$ cat src/txck_params.svh
// timing, field positions, reset values and register offsets of the tx clock control block
// assumes inclusion by the block's design file and its testbench only
`ifndef TXCK_PARAMS_SVH
`define TXCK_PARAMS_SVH

`define TXCK_ADDR_CTRL 12'h000
`define TXCK_ADDR_RATE 12'h004
`define TXCK_ADDR_PPM 12'h008
`define TXCK_ADDR_OVRD 12'h00C
`define TXCK_ADDR_STAT 12'h010

// ctrl register fields
`define TXCK_CTRL_OUTSEL_LSB 0
`define TXCK_CTRL_PROGSRC_LSB 4
`define TXCK_CTRL_ASYNC_BIT 6
`define TXCK_CTRL_BUFRST_BIT 7
`define TXCK_CTRL_STATDIV_LSB 8
`define TXCK_CTRL_CLK25_LSB 16
// rate register fields
`define TXCK_RATE_SEL_LSB 0
`define TXCK_RATE_DELAY_LSB 8
// ppm register fields
`define TXCK_PPM_EN_BIT 0
`define TXCK_PPM_PD_BIT 1
`define TXCK_PPM_GRAY_BIT 2
`define TXCK_PPM_INTV_LSB 4
`define TXCK_PPM_STEP_LSB 8
// override register fields
`define TXCK_OVRD_CODE_LSB 0
`define TXCK_OVRD_EN_BIT 8

`define TXCK_RST_CTRL 32'h0004_0100
`define TXCK_RST_RATE 32'h0000_1000
`define TXCK_RST_PPM 32'h0000_0010
`define TXCK_RST_OVRD 32'h0000_0000
`define TXCK_RST_STATDIV 5'h01
`define TXCK_RST_CLK25 6'h04

// user clock 2 modelled as one cycle of the bus clock
`define TXCK_RATE_DELAY_UNIT_NS 10
`define TXCK_CLK_PERIOD_NS 10
`define TXCK_RATE_DELAY_CYC ((`TXCK_RATE_DELAY_UNIT_NS + `TXCK_CLK_PERIOD_NS - 1) / `TXCK_CLK_PERIOD_NS)

`endif

$ cat src/txck_pkg.sv
// types shared by the tx clock control block
// assumes txck_params.svh is on the include path
package txck_pkg;
  typedef enum logic [2:0] {
    TXCK_OUT_HIGH, TXCK_OUT_PCS, TXCK_OUT_PMA, TXCK_OUT_REF1, TXCK_OUT_REF2, TXCK_OUT_PROG
  } txck_outsel_e;
  typedef enum logic [1:0] {TXCK_SRC_AFTER_PI, TXCK_SRC_BEFORE_PI, TXCK_SRC_PLL} txck_src_e;
  typedef struct packed {
    logic pcs_clk_path;
    logic pma_clk_path;
    logic pll_ref_clk_undivided;
    logic pll_ref_clk_halved;
    logic prog_divider_clk;
  } txck_clks_s;
  typedef struct packed {
    logic [4:0] serial_div;
    logic buffer_reset;
    logic reset_seq;
  } txck_div_s;
  typedef logic [6:0] txck_pi_code_t;
endpackage

$ cat src/txck_top.sv
// tx clock output selection, serial divider, rate change timing and pi ppm controller
// assumes an apb master on pclk; clock sources arrive from other domains as plain pins
//
// The placing of the registers and the APB slave port were decided locally.
`timescale 1ns/1ps
`include "txck_params.svh"

// Overview of operation
// - three-bit select picks the user-facing clock: high, pcs, pma, ref, ref/2, prog.
// - rate code zero uses static divider; codes one to five give 1,2,4,8,16.
// - a rate change yields one done pulse after the programmed delay; a change while busy restarts the delay.
// - eight-bit transition delay sets when done and phy status assert.
// - sync mode runs a reset sequence per rate change; async mode applies directly.
// - buffer reset option resets the tx buffer during rate-triggered changes.
// - static divider applies at rate zero and at codes six and seven, and accepts 1,2,4,8,16 only.
// - programmable divider source is after-pi, before-pi or channel pll clock.
// - an internal low-rate clock paces the rate change delay timer.
// - reference is divided by an integer one to thirty-two for that clock.
// - ppm disabled holds the interpolator code; enabled updates it periodically.
// - code updates every interval plus one cycles; interval zero is invalid.
// - step bit four is direction, up when high; bits three to zero magnitude.
// - step magnitude is binary or gray coded per gray-select setting.
// - override drives code from low seven bits, latched on top-bit pulse.
// - power-down bit of the ppm register high powers down the ppm controller.
module txck_top import txck_pkg::*; (
  input wire logic pclk,
  input wire logic presetn,
  input wire logic psel,
  input wire logic penable,
  input wire logic pwrite,
  input wire logic [11:0] paddr,
  input wire logic [31:0] pwdata,
  output logic [31:0] prdata,
  output logic pready,
  output logic pslverr,
  input wire txck_clks_s clk_pins,
  input wire logic after_interpolator_path,
  input wire logic before_interpolator_path,
  input wire logic channel_pll,
  input wire logic ppm_ctrl_select,
  input wire logic tx_delay_align_bypass,
  output logic tx_clk_out,
  output logic prog_divider_src_clk,
  output logic low_rate_clk_en,
  output txck_div_s div_out,
  output logic tx_rate_change_done,
  output logic phy_status,
  output txck_pi_code_t pi_code
);
  // ----------------------------------------------------------------
  // register bus
  // ----------------------------------------------------------------
  logic [31:0] ctrl_reg;
  logic [31:0] rate_reg;
  logic [31:0] ppm_reg;
  logic [31:0] ovrd_reg;
  logic [4:0] div_reg;
  logic [4:0] div_next;
  wire wr_en = psel & penable & pwrite;
  wire hit_ctrl = paddr == `TXCK_ADDR_CTRL;
  wire hit_rate = paddr == `TXCK_ADDR_RATE;
  wire hit_ppm = paddr == `TXCK_ADDR_PPM;
  wire hit_ovrd = paddr == `TXCK_ADDR_OVRD;
  wire hit_stat = paddr == `TXCK_ADDR_STAT;
  wire hit_any = hit_ctrl | hit_rate | hit_ppm | hit_ovrd | hit_stat;
  assign pready = 1'b1;
  assign pslverr = psel & penable & ~hit_any;

  wire [2:0] out_select = ctrl_reg[`TXCK_CTRL_OUTSEL_LSB +: 3];
  wire [1:0] prog_src = ctrl_reg[`TXCK_CTRL_PROGSRC_LSB +: 2];
  wire tx_rate_async_mode = ctrl_reg[`TXCK_CTRL_ASYNC_BIT];
  wire buffer_reset_on_rate_change = ctrl_reg[`TXCK_CTRL_BUFRST_BIT];
  wire [4:0] wr_statdiv = pwdata[`TXCK_CTRL_STATDIV_LSB +: 5];
  wire [5:0] low_rate_clk_divider = ctrl_reg[`TXCK_CTRL_CLK25_LSB +: 6];
  wire [2:0] tx_rate_select = rate_reg[`TXCK_RATE_SEL_LSB +: 3];
  wire [7:0] rate_transition_delay = rate_reg[`TXCK_RATE_DELAY_LSB +: 8];
  wire ppm_ctrl_enable = ppm_reg[`TXCK_PPM_EN_BIT];
  wire ppm_ctrl_powerdown = ppm_reg[`TXCK_PPM_PD_BIT];
  wire step_gray_select = ppm_reg[`TXCK_PPM_GRAY_BIT];
  wire [2:0] pi_update_interval = ppm_reg[`TXCK_PPM_INTV_LSB +: 3];
  wire [4:0] pi_step_control = ppm_reg[`TXCK_PPM_STEP_LSB +: 5];
  wire [7:0] pi_override_code = ovrd_reg[`TXCK_OVRD_CODE_LSB +: 8];
  wire pi_code_override_enable = ovrd_reg[`TXCK_OVRD_EN_BIT];

  // static divider: only power-of-two values up to 16 are stored
  wire statdiv_ok = (wr_statdiv == 5'h01) | (wr_statdiv == 5'h02) | (wr_statdiv == 5'h04) |
                    (wr_statdiv == 5'h08) | (wr_statdiv == 5'h10);
  // divider source is a 2-bit code; 3 is not a legal source and is refused
  wire progsrc_ok = pwdata[`TXCK_CTRL_PROGSRC_LSB +: 2] != 2'h3;
  // low-rate divider accepted from 1 to 32
  wire [5:0] wr_clk25 = pwdata[`TXCK_CTRL_CLK25_LSB +: 6];
  wire clk25_ok = (wr_clk25 != 6'h00) & (wr_clk25 <= 6'h20);
  assign div_next = (wr_en & hit_ctrl & statdiv_ok) ? wr_statdiv : div_reg;

  wire [31:0] ctrl_wr = {10'h000, clk25_ok ? wr_clk25 : low_rate_clk_divider,
                         3'h0, div_next, pwdata[7:6],
                         progsrc_ok ? pwdata[5:4] : prog_src, 1'b0, pwdata[2:0]};

  // user straps come from another domain; two flops before any use
  logic [1:0] strap_s1;
  logic [1:0] strap_s2;
  always_ff @(posedge pclk or negedge presetn) begin
    if (!presetn) begin
      strap_s1 <= 2'h0;
      strap_s2 <= 2'h0;
    end else begin
      strap_s1 <= {tx_delay_align_bypass, ppm_ctrl_select};
      strap_s2 <= strap_s1;
    end
  end
  wire ppm_select_sync = strap_s2[0];
  // bypass strap only reported, so software can see how the user set it
  wire delay_bypass_sync = strap_s2[1];

  logic rate_busy_reg;
  logic pi_latched_reg;
  txck_pi_code_t pi_code_reg;
  wire [31:0] stat_word = {20'h0, delay_bypass_sync, ppm_select_sync, rate_busy_reg,
                           pi_latched_reg, 1'b0, pi_code_reg};

  always_ff @(posedge pclk or negedge presetn) begin
    if (!presetn) begin
      ctrl_reg <= `TXCK_RST_CTRL;
      rate_reg <= `TXCK_RST_RATE;
      ppm_reg <= `TXCK_RST_PPM;
      ovrd_reg <= `TXCK_RST_OVRD;
      div_reg <= `TXCK_RST_STATDIV;
    end else if (wr_en) begin
      div_reg <= div_next;
      if (hit_ctrl) ctrl_reg <= ctrl_wr;
      if (hit_rate) rate_reg <= {16'h0, pwdata[15:8], 5'h00, pwdata[2:0]};
      // an interval of zero is invalid and keeps the old interval
      if (hit_ppm) ppm_reg <= {19'h0, pwdata[12:8], 1'b0,
                               (pwdata[6:4] == 3'h0) ? pi_update_interval : pwdata[6:4],
                               1'b0, pwdata[2:0]};
      if (hit_ovrd) ovrd_reg <= {23'h0, pwdata[8:0]};
    end
  end

  always_ff @(posedge pclk or negedge presetn) begin
    if (!presetn) prdata <= 32'h0000_0000;
    else if (psel & ~penable & ~pwrite) begin
      prdata <= hit_ctrl ? ctrl_reg : hit_rate ? rate_reg : hit_ppm ? ppm_reg :
                hit_ovrd ? ovrd_reg : hit_stat ? stat_word : 32'h0000_0000;
    end
  end

  // ----------------------------------------------------------------
  // clock output selection
  // ----------------------------------------------------------------
  // glitch-free switching is left to the clock mux cell; this is a plain select
  logic [4:0] clk_s1;
  logic [4:0] clk_s2;
  logic [2:0] src_s1;
  logic [2:0] src_s2;
  always_ff @(posedge pclk or negedge presetn) begin
    if (!presetn) begin
      clk_s1 <= 5'h00;
      clk_s2 <= 5'h00;
      src_s1 <= 3'h0;
      src_s2 <= 3'h0;
    end else begin
      clk_s1 <= clk_pins;
      clk_s2 <= clk_s1;
      src_s1 <= {channel_pll, before_interpolator_path, after_interpolator_path};
      src_s2 <= src_s1;
    end
  end
  txck_clks_s clks;
  assign clks = clk_s2;
  logic clk_sel;
  always_comb begin
    case (out_select)
      TXCK_OUT_HIGH: clk_sel = 1'b1;
      TXCK_OUT_PCS: clk_sel = clks.pcs_clk_path;
      TXCK_OUT_PMA: clk_sel = clks.pma_clk_path;
      TXCK_OUT_REF1: clk_sel = clks.pll_ref_clk_undivided;
      TXCK_OUT_REF2: clk_sel = clks.pll_ref_clk_halved;
      TXCK_OUT_PROG: clk_sel = clks.prog_divider_clk;
      default: clk_sel = 1'b0;
    endcase
  end
  // source for the programmable divider
  wire prog_sel = (prog_src == TXCK_SRC_AFTER_PI) ? src_s2[0] :
                  (prog_src == TXCK_SRC_BEFORE_PI) ? src_s2[1] : src_s2[2];
  always_ff @(posedge pclk or negedge presetn) begin
    if (!presetn) begin
      tx_clk_out <= 1'b0;
      prog_divider_src_clk <= 1'b0;
    end else begin
      tx_clk_out <= clk_sel;
      prog_divider_src_clk <= prog_sel;
    end
  end

  // ----------------------------------------------------------------
  // low-rate timer clock
  // ----------------------------------------------------------------
  // counts rising edges of the undivided reference; one enable every N edges
  logic ref_d;
  logic [5:0] lr_cnt;
  wire ref_rise = clks.pll_ref_clk_undivided & ~ref_d;
  wire lr_wrap = ref_rise & (lr_cnt + 6'h01 >= low_rate_clk_divider);
  always_ff @(posedge pclk or negedge presetn) begin
    if (!presetn) begin
      ref_d <= 1'b0;
      lr_cnt <= 6'h00;
      low_rate_clk_en <= 1'b0;
    end else begin
      ref_d <= clks.pll_ref_clk_undivided;
      low_rate_clk_en <= lr_wrap;
      if (lr_wrap) lr_cnt <= 6'h00;
      else if (ref_rise) lr_cnt <= lr_cnt + 6'h01;
    end
  end

  // ----------------------------------------------------------------
  // serial divider and rate change
  // ----------------------------------------------------------------
  logic [4:0] rate_div;
  always_comb begin
    case (tx_rate_select)
      3'h0: rate_div = div_reg;
      3'h1: rate_div = 5'h01;
      3'h2: rate_div = 5'h02;
      3'h3: rate_div = 5'h04;
      3'h4: rate_div = 5'h08;
      3'h5: rate_div = 5'h10;
      default: rate_div = div_reg;
    endcase
  end
  logic [2:0] rate_prev;
  logic [7:0] rate_cnt;
  wire rate_change = tx_rate_select != rate_prev;
  wire delay_done = rate_busy_reg & (rate_cnt == 8'h00);
  always_ff @(posedge pclk or negedge presetn) begin
    if (!presetn) begin
      rate_prev <= 3'h0;
      rate_busy_reg <= 1'b0;
      rate_cnt <= 8'h00;
      tx_rate_change_done <= 1'b0;
      phy_status <= 1'b0;
      div_out <= '{serial_div: `TXCK_RST_STATDIV, buffer_reset: 1'b0, reset_seq: 1'b0};
    end else begin
      rate_prev <= tx_rate_select;
      tx_rate_change_done <= delay_done;
      phy_status <= delay_done;
      if (rate_change) begin
        rate_busy_reg <= 1'b1;
        rate_cnt <= rate_transition_delay;
      end else if (delay_done) begin
        rate_busy_reg <= 1'b0;
      end else if (rate_busy_reg & low_rate_clk_en) begin
        rate_cnt <= rate_cnt - 8'h01;
      end
      // async mode tracks the rate at once; sync mode waits for the sequence
      if (tx_rate_async_mode | delay_done) div_out.serial_div <= rate_div;
      div_out.reset_seq <= ~tx_rate_async_mode & (rate_change | rate_busy_reg);
      div_out.buffer_reset <= buffer_reset_on_rate_change & (rate_change | rate_busy_reg);
    end
  end

  // ----------------------------------------------------------------
  // pi ppm controller
  // ----------------------------------------------------------------
  // select strap gates stepping, so an unused controller never steps the code
  wire ppm_active = ppm_ctrl_enable & ~ppm_ctrl_powerdown & ppm_select_sync;
  logic [3:0] mag;
  always_comb begin
    mag = pi_step_control[3:0];
    if (step_gray_select) begin
      mag[2] = mag[3] ^ mag[2];
      mag[1] = mag[2] ^ mag[1];
      mag[0] = mag[1] ^ mag[0];
    end
  end
  logic [2:0] intv_cnt;
  logic ovrd_msb_d;
  wire tick = ppm_active & (intv_cnt == pi_update_interval);
  wire ovrd_fall = ovrd_msb_d & ~pi_override_code[7];
  wire [6:0] step = {3'h0, mag};
  always_ff @(posedge pclk or negedge presetn) begin
    if (!presetn) begin
      intv_cnt <= 3'h0;
      ovrd_msb_d <= 1'b0;
      pi_code_reg <= 7'h00;
      pi_latched_reg <= 1'b0;
    end else begin
      ovrd_msb_d <= pi_override_code[7];
      if (!ppm_active || tick) intv_cnt <= 3'h0;
      else intv_cnt <= intv_cnt + 3'h1;
      if (pi_code_override_enable) begin
        // new override value registered on the high-then-low pulse of bit 7
        if (ovrd_fall) begin
          pi_code_reg <= pi_override_code[6:0];
          pi_latched_reg <= 1'b1;
        end
      end else if (tick) begin
        pi_code_reg <= pi_step_control[4] ? pi_code_reg + step : pi_code_reg - step;
      end
    end
  end
  assign pi_code = pi_code_reg;
endmodule

$ cat config.mk
export PLATFORM = sky130hd
export DESIGN_NAME = txck_top
export DESIGN_NICKNAME = d
export VERILOG_FILES = /design/src/txck_pkg.sv /design/src/txck_top.sv
export VERILOG_INCLUDE_DIRS = /design/src
export SDC_FILE = /design/constraint.sdc
export NUM_CORES = 1
export LEC_CHECK = 0
export ABC_AREA = 1
export BUFFER_PORTS_ARGS = -buffer_cell sky130_fd_sc_hd__buf_2
export CAP_MARGIN = 10
export CORE_AREA = 2 2 127 129
export DETAILED_ROUTE_END_ITERATION = 10
export DIE_AREA = 0 0 129 131
export GPL_ROUTABILITY_DRIVEN = 0
export SYNTH_ARGS = -nofsm -noshare
export SYNTH_HDL_FRONTEND = slang
export SYNTH_SLANG_ARGS = --single-unit
$ cat constraint.sdc
create_clock -name pclk -period 4.4 [get_ports pclk]
set_input_delay 1.1 -clock pclk [delete_from_list [all_inputs] [get_ports pclk]]
set_output_delay 1.1 -clock pclk [all_outputs]
set_load 0.01 [all_outputs]
==> results of run 1 <==
[area by class of cell]
class	instances	area share [%]
flip-flops and latches	138	42.8
multi-input cells	573	35.1
repair buffers	93	6.08
clock buffers	20	5.52
inverters	107	4.97
well taps	216	3.34
clock inverters	12	2.15
[per-layer routing]
| metal | global-route usage [%] | vias to the layer above | routed length, um | share of wire, % |
|---|---|---|---|---|
| li1 | - | 2863 | - | - |
| met1 | 29.3 | 2668 | 8110 | 48 |
| met2 | 32.7 | 136 | 7740 | 46 |
| met3 | 5.05 | 19 | 749 | 4.5 |
| met4 | 5.69 | 0 | 231 | 1.4 |
| met5 | 0 | - | 0 | 0 |
[how the worst max path moves through the flow]
stage / endpoint / from / depth (start not counted)
after global routing: pslverr / paddr[2] / 8
final: pslverr / paddr[2] / 8
after global placement: pslverr / paddr[2] / 8
after detailed placement: pslverr / paddr[2] / 8
after floorplan: pslverr / paddr[7] / 7
after CTS: pslverr / paddr[2] / 8
[metrics by stage]
| stage | util [%] | hold slack, ns | worst slack [ns] | total power [mW] |
|---|---|---|---|---|
| floorplan | - | 0.331 | 1.30 | 1.59 |
| global placement | 47.9 | 0.332 | 0.962 | 1.70 |
| detailed placement | 47.9 | 0.335 | 0.953 | 1.70 |
| CTS | 51.8 | 0.349 | 0.953 | 3.22 |
| global route | 51.8 | 0.353 | 0.827 | 3.33 |
| finish | 51.8 | 0.347 | 0.882 | 3.19 |
[where the power goes]
part	switching, mW	internal (mW)
clock network	0.549	0.961
registers	0.0398	1.33
logic	0.192	0.120
total	0.781	2.41
[placed cells by master (no fill, tap or decap), types with 5 or more instances in the layout]
master     Yosys  final
nand2_1      244    244
inv_1        104    104
nor2_1        53     53
buf_2          7     89
o211ai_1       8      8
o21a_1         6      6
dfrtp_1      132    132
and2_1         6      6
xor2_1         9      9
nor3_1         6      6
dfstp_2        6      6
o22ai_1        5      5
o21ai_0       69     69
a21oi_1       14     14
nand3_1       76     76
xnor2_1       11     11
clkbuf_16      0     17
nand4_1        9      9
ha_1          15     15
o31ai_1        9      9
conb_1         2     11
[cell families (layout without fill, tap and decap cells)]
kind of cell    count (synthesis)  in the layout  synth area share, %
flops                         138            138                 50.5
simple gates                  407            407                 25.3
other cells                     2             11                0.110
mux                             1              1                0.164
fa+ha+maj                      16             16                 3.03
xor+xnor                       20             20                 2.56
buf+inv                       137            232                 8.46
compound gates                118            118                 9.80
[Yosys cell counts, types with 2 or more instances]
| cell | n |
|---|---|
| inv_1 | 104 |
| o21a_1 | 6 |
| nand2_1 | 244 |
| nand3_1 | 76 |
| o22ai_1 | 5 |
| nand2_2 | 2 |
| buf_4 | 13 |
| dfstp_2 | 6 |
| o31ai_1 | 9 |
| or2_2 | 2 |
| buf_2 | 7 |
| a21oi_1 | 14 |
| nand3_2 | 2 |
| nor3_1 | 6 |
| clkinv_1 | 2 |
| o21ai_0 | 69 |
| ha_1 | 15 |
| o211ai_1 | 8 |
| xor2_1 | 9 |
| clkbuf_1 | 9 |
| nor2_1 | 53 |
| and2_1 | 6 |
| xnor2_1 | 11 |
| conb_1 | 2 |
| dfrtp_1 | 132 |
| nor2_2 | 4 |
| nand4_1 | 9 |
==> out/qor.yml, run 1 <==
cts:
  cts_tree: "done"
  cts_root_buffer: "clkbuf_16"
  clockBufferDepth: 2
  numCtsBuffers: 17
  clk_pin_slew_ns: 0.06
  ctsHoldBuffers: 0
  clk_latency_ns: 0.42
  cts_sinks: 138
  post_cts_buffers: 0
  cts_max_level: 4
  cts-resized-gates: 0
setup_path:
  r2r_slack_ns: 1.81
  critPathMaxFanout: 8
  rr_endpoint: "pi_code[6]"
  crit_arrival_ns: 2.42
  crit_path_end_kind: "output port"
  critical-path-top-delay-family: "simple AND/OR/NAND/NOR gates"
  cp_num_buf_inv: 4
  start_kind: "input port"
  regToRegStartpoint: "ppm_reg[11]"
  critPathKind: "in2out"
  slowest_delay_ns: 0.24
  crit_chain: "buf_2 > inv_1 > nand3_1 > clkinv_1 > nand2_1 > nand3_1 > nor3_1 > buf_2"
  slowest_stage: "clkinv_1"
  cp.required_ns: 3.30
  rr_worst_depth: 16
placed_design:
  io_buffers: 90
  dp_cells: 1127
  dpl.hpwl_mm: 12.1
  dpl_cell_area_um2: 7460
routing:
  wl_per_cell_um: 14.5
  via_per_inst: 4.91
  drc: 0
  wl_mm: 16.8
  drtAntennaViolNets: 0
  drt_pass1_iterations: 5
  via_count: 5686
  drtIter0Drc: 442
power:
  p_leak_nw: 4.39
  power_density_nw_per_um2: 394
  peakVddDrop_v: 0.000372
timing:
  slew_headroom_pct: 45.0
  report.final.slew_viol_count: 0
  tightest_slew_ns: 0.824
  setup_viol: 0
  finClkSkew_ns: 0.00968
  hold_violations: 0
  rsz0062_at_grt: "no"
  tns_ns: 0
  timing.fmax_mhz: 284
  layout_min_cycle_time_ns: 3.52
  period_share_pct: 80.0
finish:
  largest_register_ffs: 22
  fin_cells: 1159
  areaGrowthSynthToFinish_pct: 18.1
  nFillCells: 1542
  post_route_cells_drive_above_1_share_pct: 15.3
  postLayoutCellArea_um2: 8090
  register_area_um2: 3460
  antenna_cells: 0
  multiInputGateArea_um2: 2840
  fin_nets: 1005
global_route:
  grt.total_usage_pct: 20.9
  grt_first_pass_wirelength_mm: 26.9
  globalRouteOverflowTotal: 0
  antenna_found_initial: 0
  grt_max_degree: 89
  grt_pass1_vias: 5226
synthesis:
  synthesis.area_um2: 6850
  synth_top_flop_cell: "dfrtp_1"
  synth_area_leaders: "dfrtp_1, nand2_1, inv_1"
  synth-async-reset-ratio_pct: 100
  synth_edf_count: 0
  postSynthCellCount: 839
  avgSynthCellArea_um2: 8.16
  yosysWarnings: 0
  yosysSeqAreaShare_pct: 50.5
  synth_area_leader_cell: "dfrtp_1"
  yosys.cell_types.count: 41
  synth-seq-cells: 138
  synth_top_area_share_pct: 48.2
hold_path:
  min_path_type: "reg2reg"
  min_from: "src_s1[1]"
  hold_depth: 0
  min_to: "src_s2[1]"
floorplanning:
  core_um2: 15600
  core.rowCount: 46
  io_pins: 112
  dieArea_um2: 16900
  start_util_pct: 43.9
  die_y_um: 131
  dieWidth_um: 129
outcome:
  status: "finished clean"
run:
  cap_violations: 0
Note: power is estimated with default switching activity, not from simulation.
==> run 2, diff against run 1 <==
--- a/config.mk
+++ b/config.mk
@@ -6,13 +6,14 @@
 export SDC_FILE = /design/constraint.sdc
 export NUM_CORES = 1
 export LEC_CHECK = 0
-export ABC_AREA = 1
+export ABC_AREA = 0
 export BUFFER_PORTS_ARGS = -buffer_cell sky130_fd_sc_hd__buf_2
 export CAP_MARGIN = 10
-export CORE_AREA = 2 2 127 129
+export CORE_AREA = 2 2 126 128
 export DETAILED_ROUTE_END_ITERATION = 10
-export DIE_AREA = 0 0 129 131
+export DIE_AREA = 0 0 128 130
 export GPL_ROUTABILITY_DRIVEN = 0
+export PLACE_DENSITY = 0.68
 export SYNTH_ARGS = -nofsm -noshare
 export SYNTH_HDL_FRONTEND = slang
 export SYNTH_SLANG_ARGS = --single-unit
==> constraint.sdc (replaced) <==
create_clock -name pclk -period 3 [get_ports pclk]
set_input_delay 0.75 -clock pclk [delete_from_list [all_inputs] [get_ports pclk]]
set_output_delay 0.75 -clock pclk [all_outputs]
set_load 0.01 [all_outputs]
==> run 2 against run 1 <==
Non-clock buffer count is 18 higher. Synthesized cell count fell by 21%. Cell count is 17% lower. Worst hold slack worse by 0.0024 ns. Global-route usage is 0.21 points higher. Design area down 0.37%. Via count is 5.2% lower.
==> out/qor.yml, run 2 <==
outcome:
  status: "finished clean"
synthesis:
  synth_area_leaders: "dfrtp_1, mux2_2, nand2_1"
  synth.most_common_cell: "dfrtp_1"
  synthesis.area_um2: 6740
  synth-async-reset-ratio_pct: 100
  yosysSeqAreaShare_pct: 51.3
  yosysWarnings: 0
  avgSynthCellArea_um2: 10.2
  synth_top_flop_cell: "dfrtp_1"
  postSynthCellCount: 662
  synth_area_leader_cell: "dfrtp_1"
  synth-seq-cells: 138
  yosys.cell_types.count: 64
  synth_top_area_share_pct: 49.0
  synth_edf_count: 0
  synth_commonest_cells: "dfrtp_1, nand2_1, nor2_1"
setup_path:
  crit_path_frequent_cell: "xnor2_1"
  slowest_delay_ns: 0.54
  slowest_stage: "dfrtp_1"
  critPathKind: "reg2reg"
  rr_worst_depth: 12
  critical-path-top-delay-family: "XOR/XNOR gates"
  cp_num_buf_inv: 1
  crit_path_end_kind: "flip-flop"
  crit_chain: "xor2_1 > xnor2_1 > nand2_1 > xnor2_1 > ha_1 > inv_1 > fa_1 > nor2b_1 > o31a_1 > o221ai_1 > a21oi_1 > nand3b_1"
  cp.required_ns: 3.36
  crit_arrival_ns: 3.10
  startpoint: "ppm_reg[11]"
  regToRegStartpoint: "ppm_reg[11]"
  start_kind: "flip-flop"
  r2r_slack_ns: 0.26
  critPathMaxFanout: 10
  rr_endpoint: "pi_code[6]"
timing:
  timing.fmax_mhz: 366
  rsz0062_at_grt: "no"
  timing.final.ws_setup_ns: 0.264
  slew_headroom_pct: 53.3
  tns_ns: 0
  layout_min_cycle_time_ns: 2.74
  finClkSkew_ns: 0.00926
  hold_violations: 0
  tightest_slew_ns: 0.700
  holdWs_ns: 0.345
  setup_viol: 0
  period_share_pct: 91.2
  report.final.slew_viol_count: 0
global_route:
  antenna_found_initial: 1
  grt.total_usage_pct: 21.1
  grt_pass1_vias: 5122
  grt_first_pass_wirelength_mm: 26.8
  grt_max_degree: 73
  globalRouteOverflowTotal: 0
finish:
  post_route_cells_drive_above_1_share_pct: 25.2
  fin_nets: 833
  layout_common_cells: "dfrtp_1, buf_2, nand2_1"
  antenna_cells: 0
  largest_register_ffs: 22
  postLayoutCellArea_um2: 8060
  final_common_cell: "dfrtp_1"
  nFillCells: 1354
  areaGrowthSynthToFinish_pct: 19.5
routing:
  via_count: 5390
  drt_pass1_iterations: 4
  drtIter0Drc: 358
  wl_per_cell_um: 17.5
  drtAntennaViolNets: 0
  via_per_inst: 5.60
  wl_mm: 16.9
  drc: 0
cts:
  cts_max_level: 4
  cts-resized-gates: 0
  cts_sinks: 138
  clk_latency_ns: 0.43
  post_cts_buffers: 0
  numCtsBuffers: 17
  clockBufferDepth: 2
  clk_pin_slew_ns: 0.06
  ctsHoldBuffers: 0
  cts_tree: "done"
  cts_root_buffer: "clkbuf_16"
floorplanning:
  core_um2: 15400
  start_util_pct: 43.7
  io_pins: 112
  dieArea_um2: 16600
  core.rowCount: 46
  dieWidth_um: 128
  die_y_um: 130
power:
  combPwrFrac_pct: 9.5
  p_leak_nw: 3.85
  p_sw_share_pct: 25.4
  p_int_mw: 3.48
  peakVddDrop_v: 0.000396
  seqPwrFrac_pct: 43.2
  power_density_nw_per_um2: 578
  switching_power_mw: 1.18
  pwr-share-clk_pct: 47.3
hold_path:
  min_path_type: "in2async"
run:
  cap_violations: 0
placed_design:
  dpl.hpwl_mm: 12.4
  dp_slack_ns: 0.0969
  dpl_cell_area_um2: 7430
  io_buffers: 90
==> run 2: through the flow <==
step	total power, mW	instances	util, %
after floorplan	2.30	671	-
after global placement	2.46	931	48.2
after detailed placement	2.48	931	48.2
after CTS	4.70	963	52.2
after global routing	4.83	963	52.2
final	4.66	963	52.2
==> run 2: how the worst max path moves through the flow <==
stage                    to  cells past startpoint
3_3_place_gp   ctrl_reg[10]                      6
6_report         pi_code[6]                     12
5_1_grt          pi_code[6]                     12
4_1_cts          pi_code[6]                     12
3_5_place_dp   ctrl_reg[10]                      6
2_1_floorplan   ppm_reg[11]                      5
==> run 2: kinds of logic after synthesis <==
family / Yosys count / share of synthesized area (%)
multiplexers: 41 / 6.76
AO/OA/AOI/OAI: 155 / 14.7
XOR/XNOR: 23 / 2.99
buffers and inverters: 71 / 4.81
AND/OR/NAND/NOR: 216 / 16.3
adder cells (fa/ha/maj): 16 / 3.08
other: 2 / 0.111
flip-flops: 138 / 51.3
==> run 2: power by group through the flow <==
stage / clock network, mW / logic (mW) / registers, mW
floorplan: 0 / 0.258 / 2.04
global placement: 0 / 0.421 / 2.04
detailed placement: 0 / 0.437 / 2.05
CTS: 2.24 / 0.445 / 2.01
global route: 2.31 / 0.499 / 2.02
finish: 2.20 / 0.441 / 2.01
==> run 2: cell type report <==
| cell class | instances | area, um2 | share of cell area [%] |
|---|---|---|---|
| Clock inverter | 14 | 186 | 2.31 |
| Tap cell | 192 | 240 | 2.98 |
| Inverter | 28 | 105 | 1.30 |
| Sequential cell | 138 | 3460 | 43.0 |
| Multi-Input combinational cell | 462 | 3000 | 37.2 |
| Clock buffer | 18 | 439 | 5.45 |
| Timing Repair Buffer | 111 | 627 | 7.78 |
==> run 2: metal layers <==
metal	global-route usage (%)	wire length, um	up-vias
li1	-	-	2518
met1	27.3	7250	2669
met2	34.8	8330	173
met3	5.00	899	28
met4	8.08	390	2
met5	0	13	-
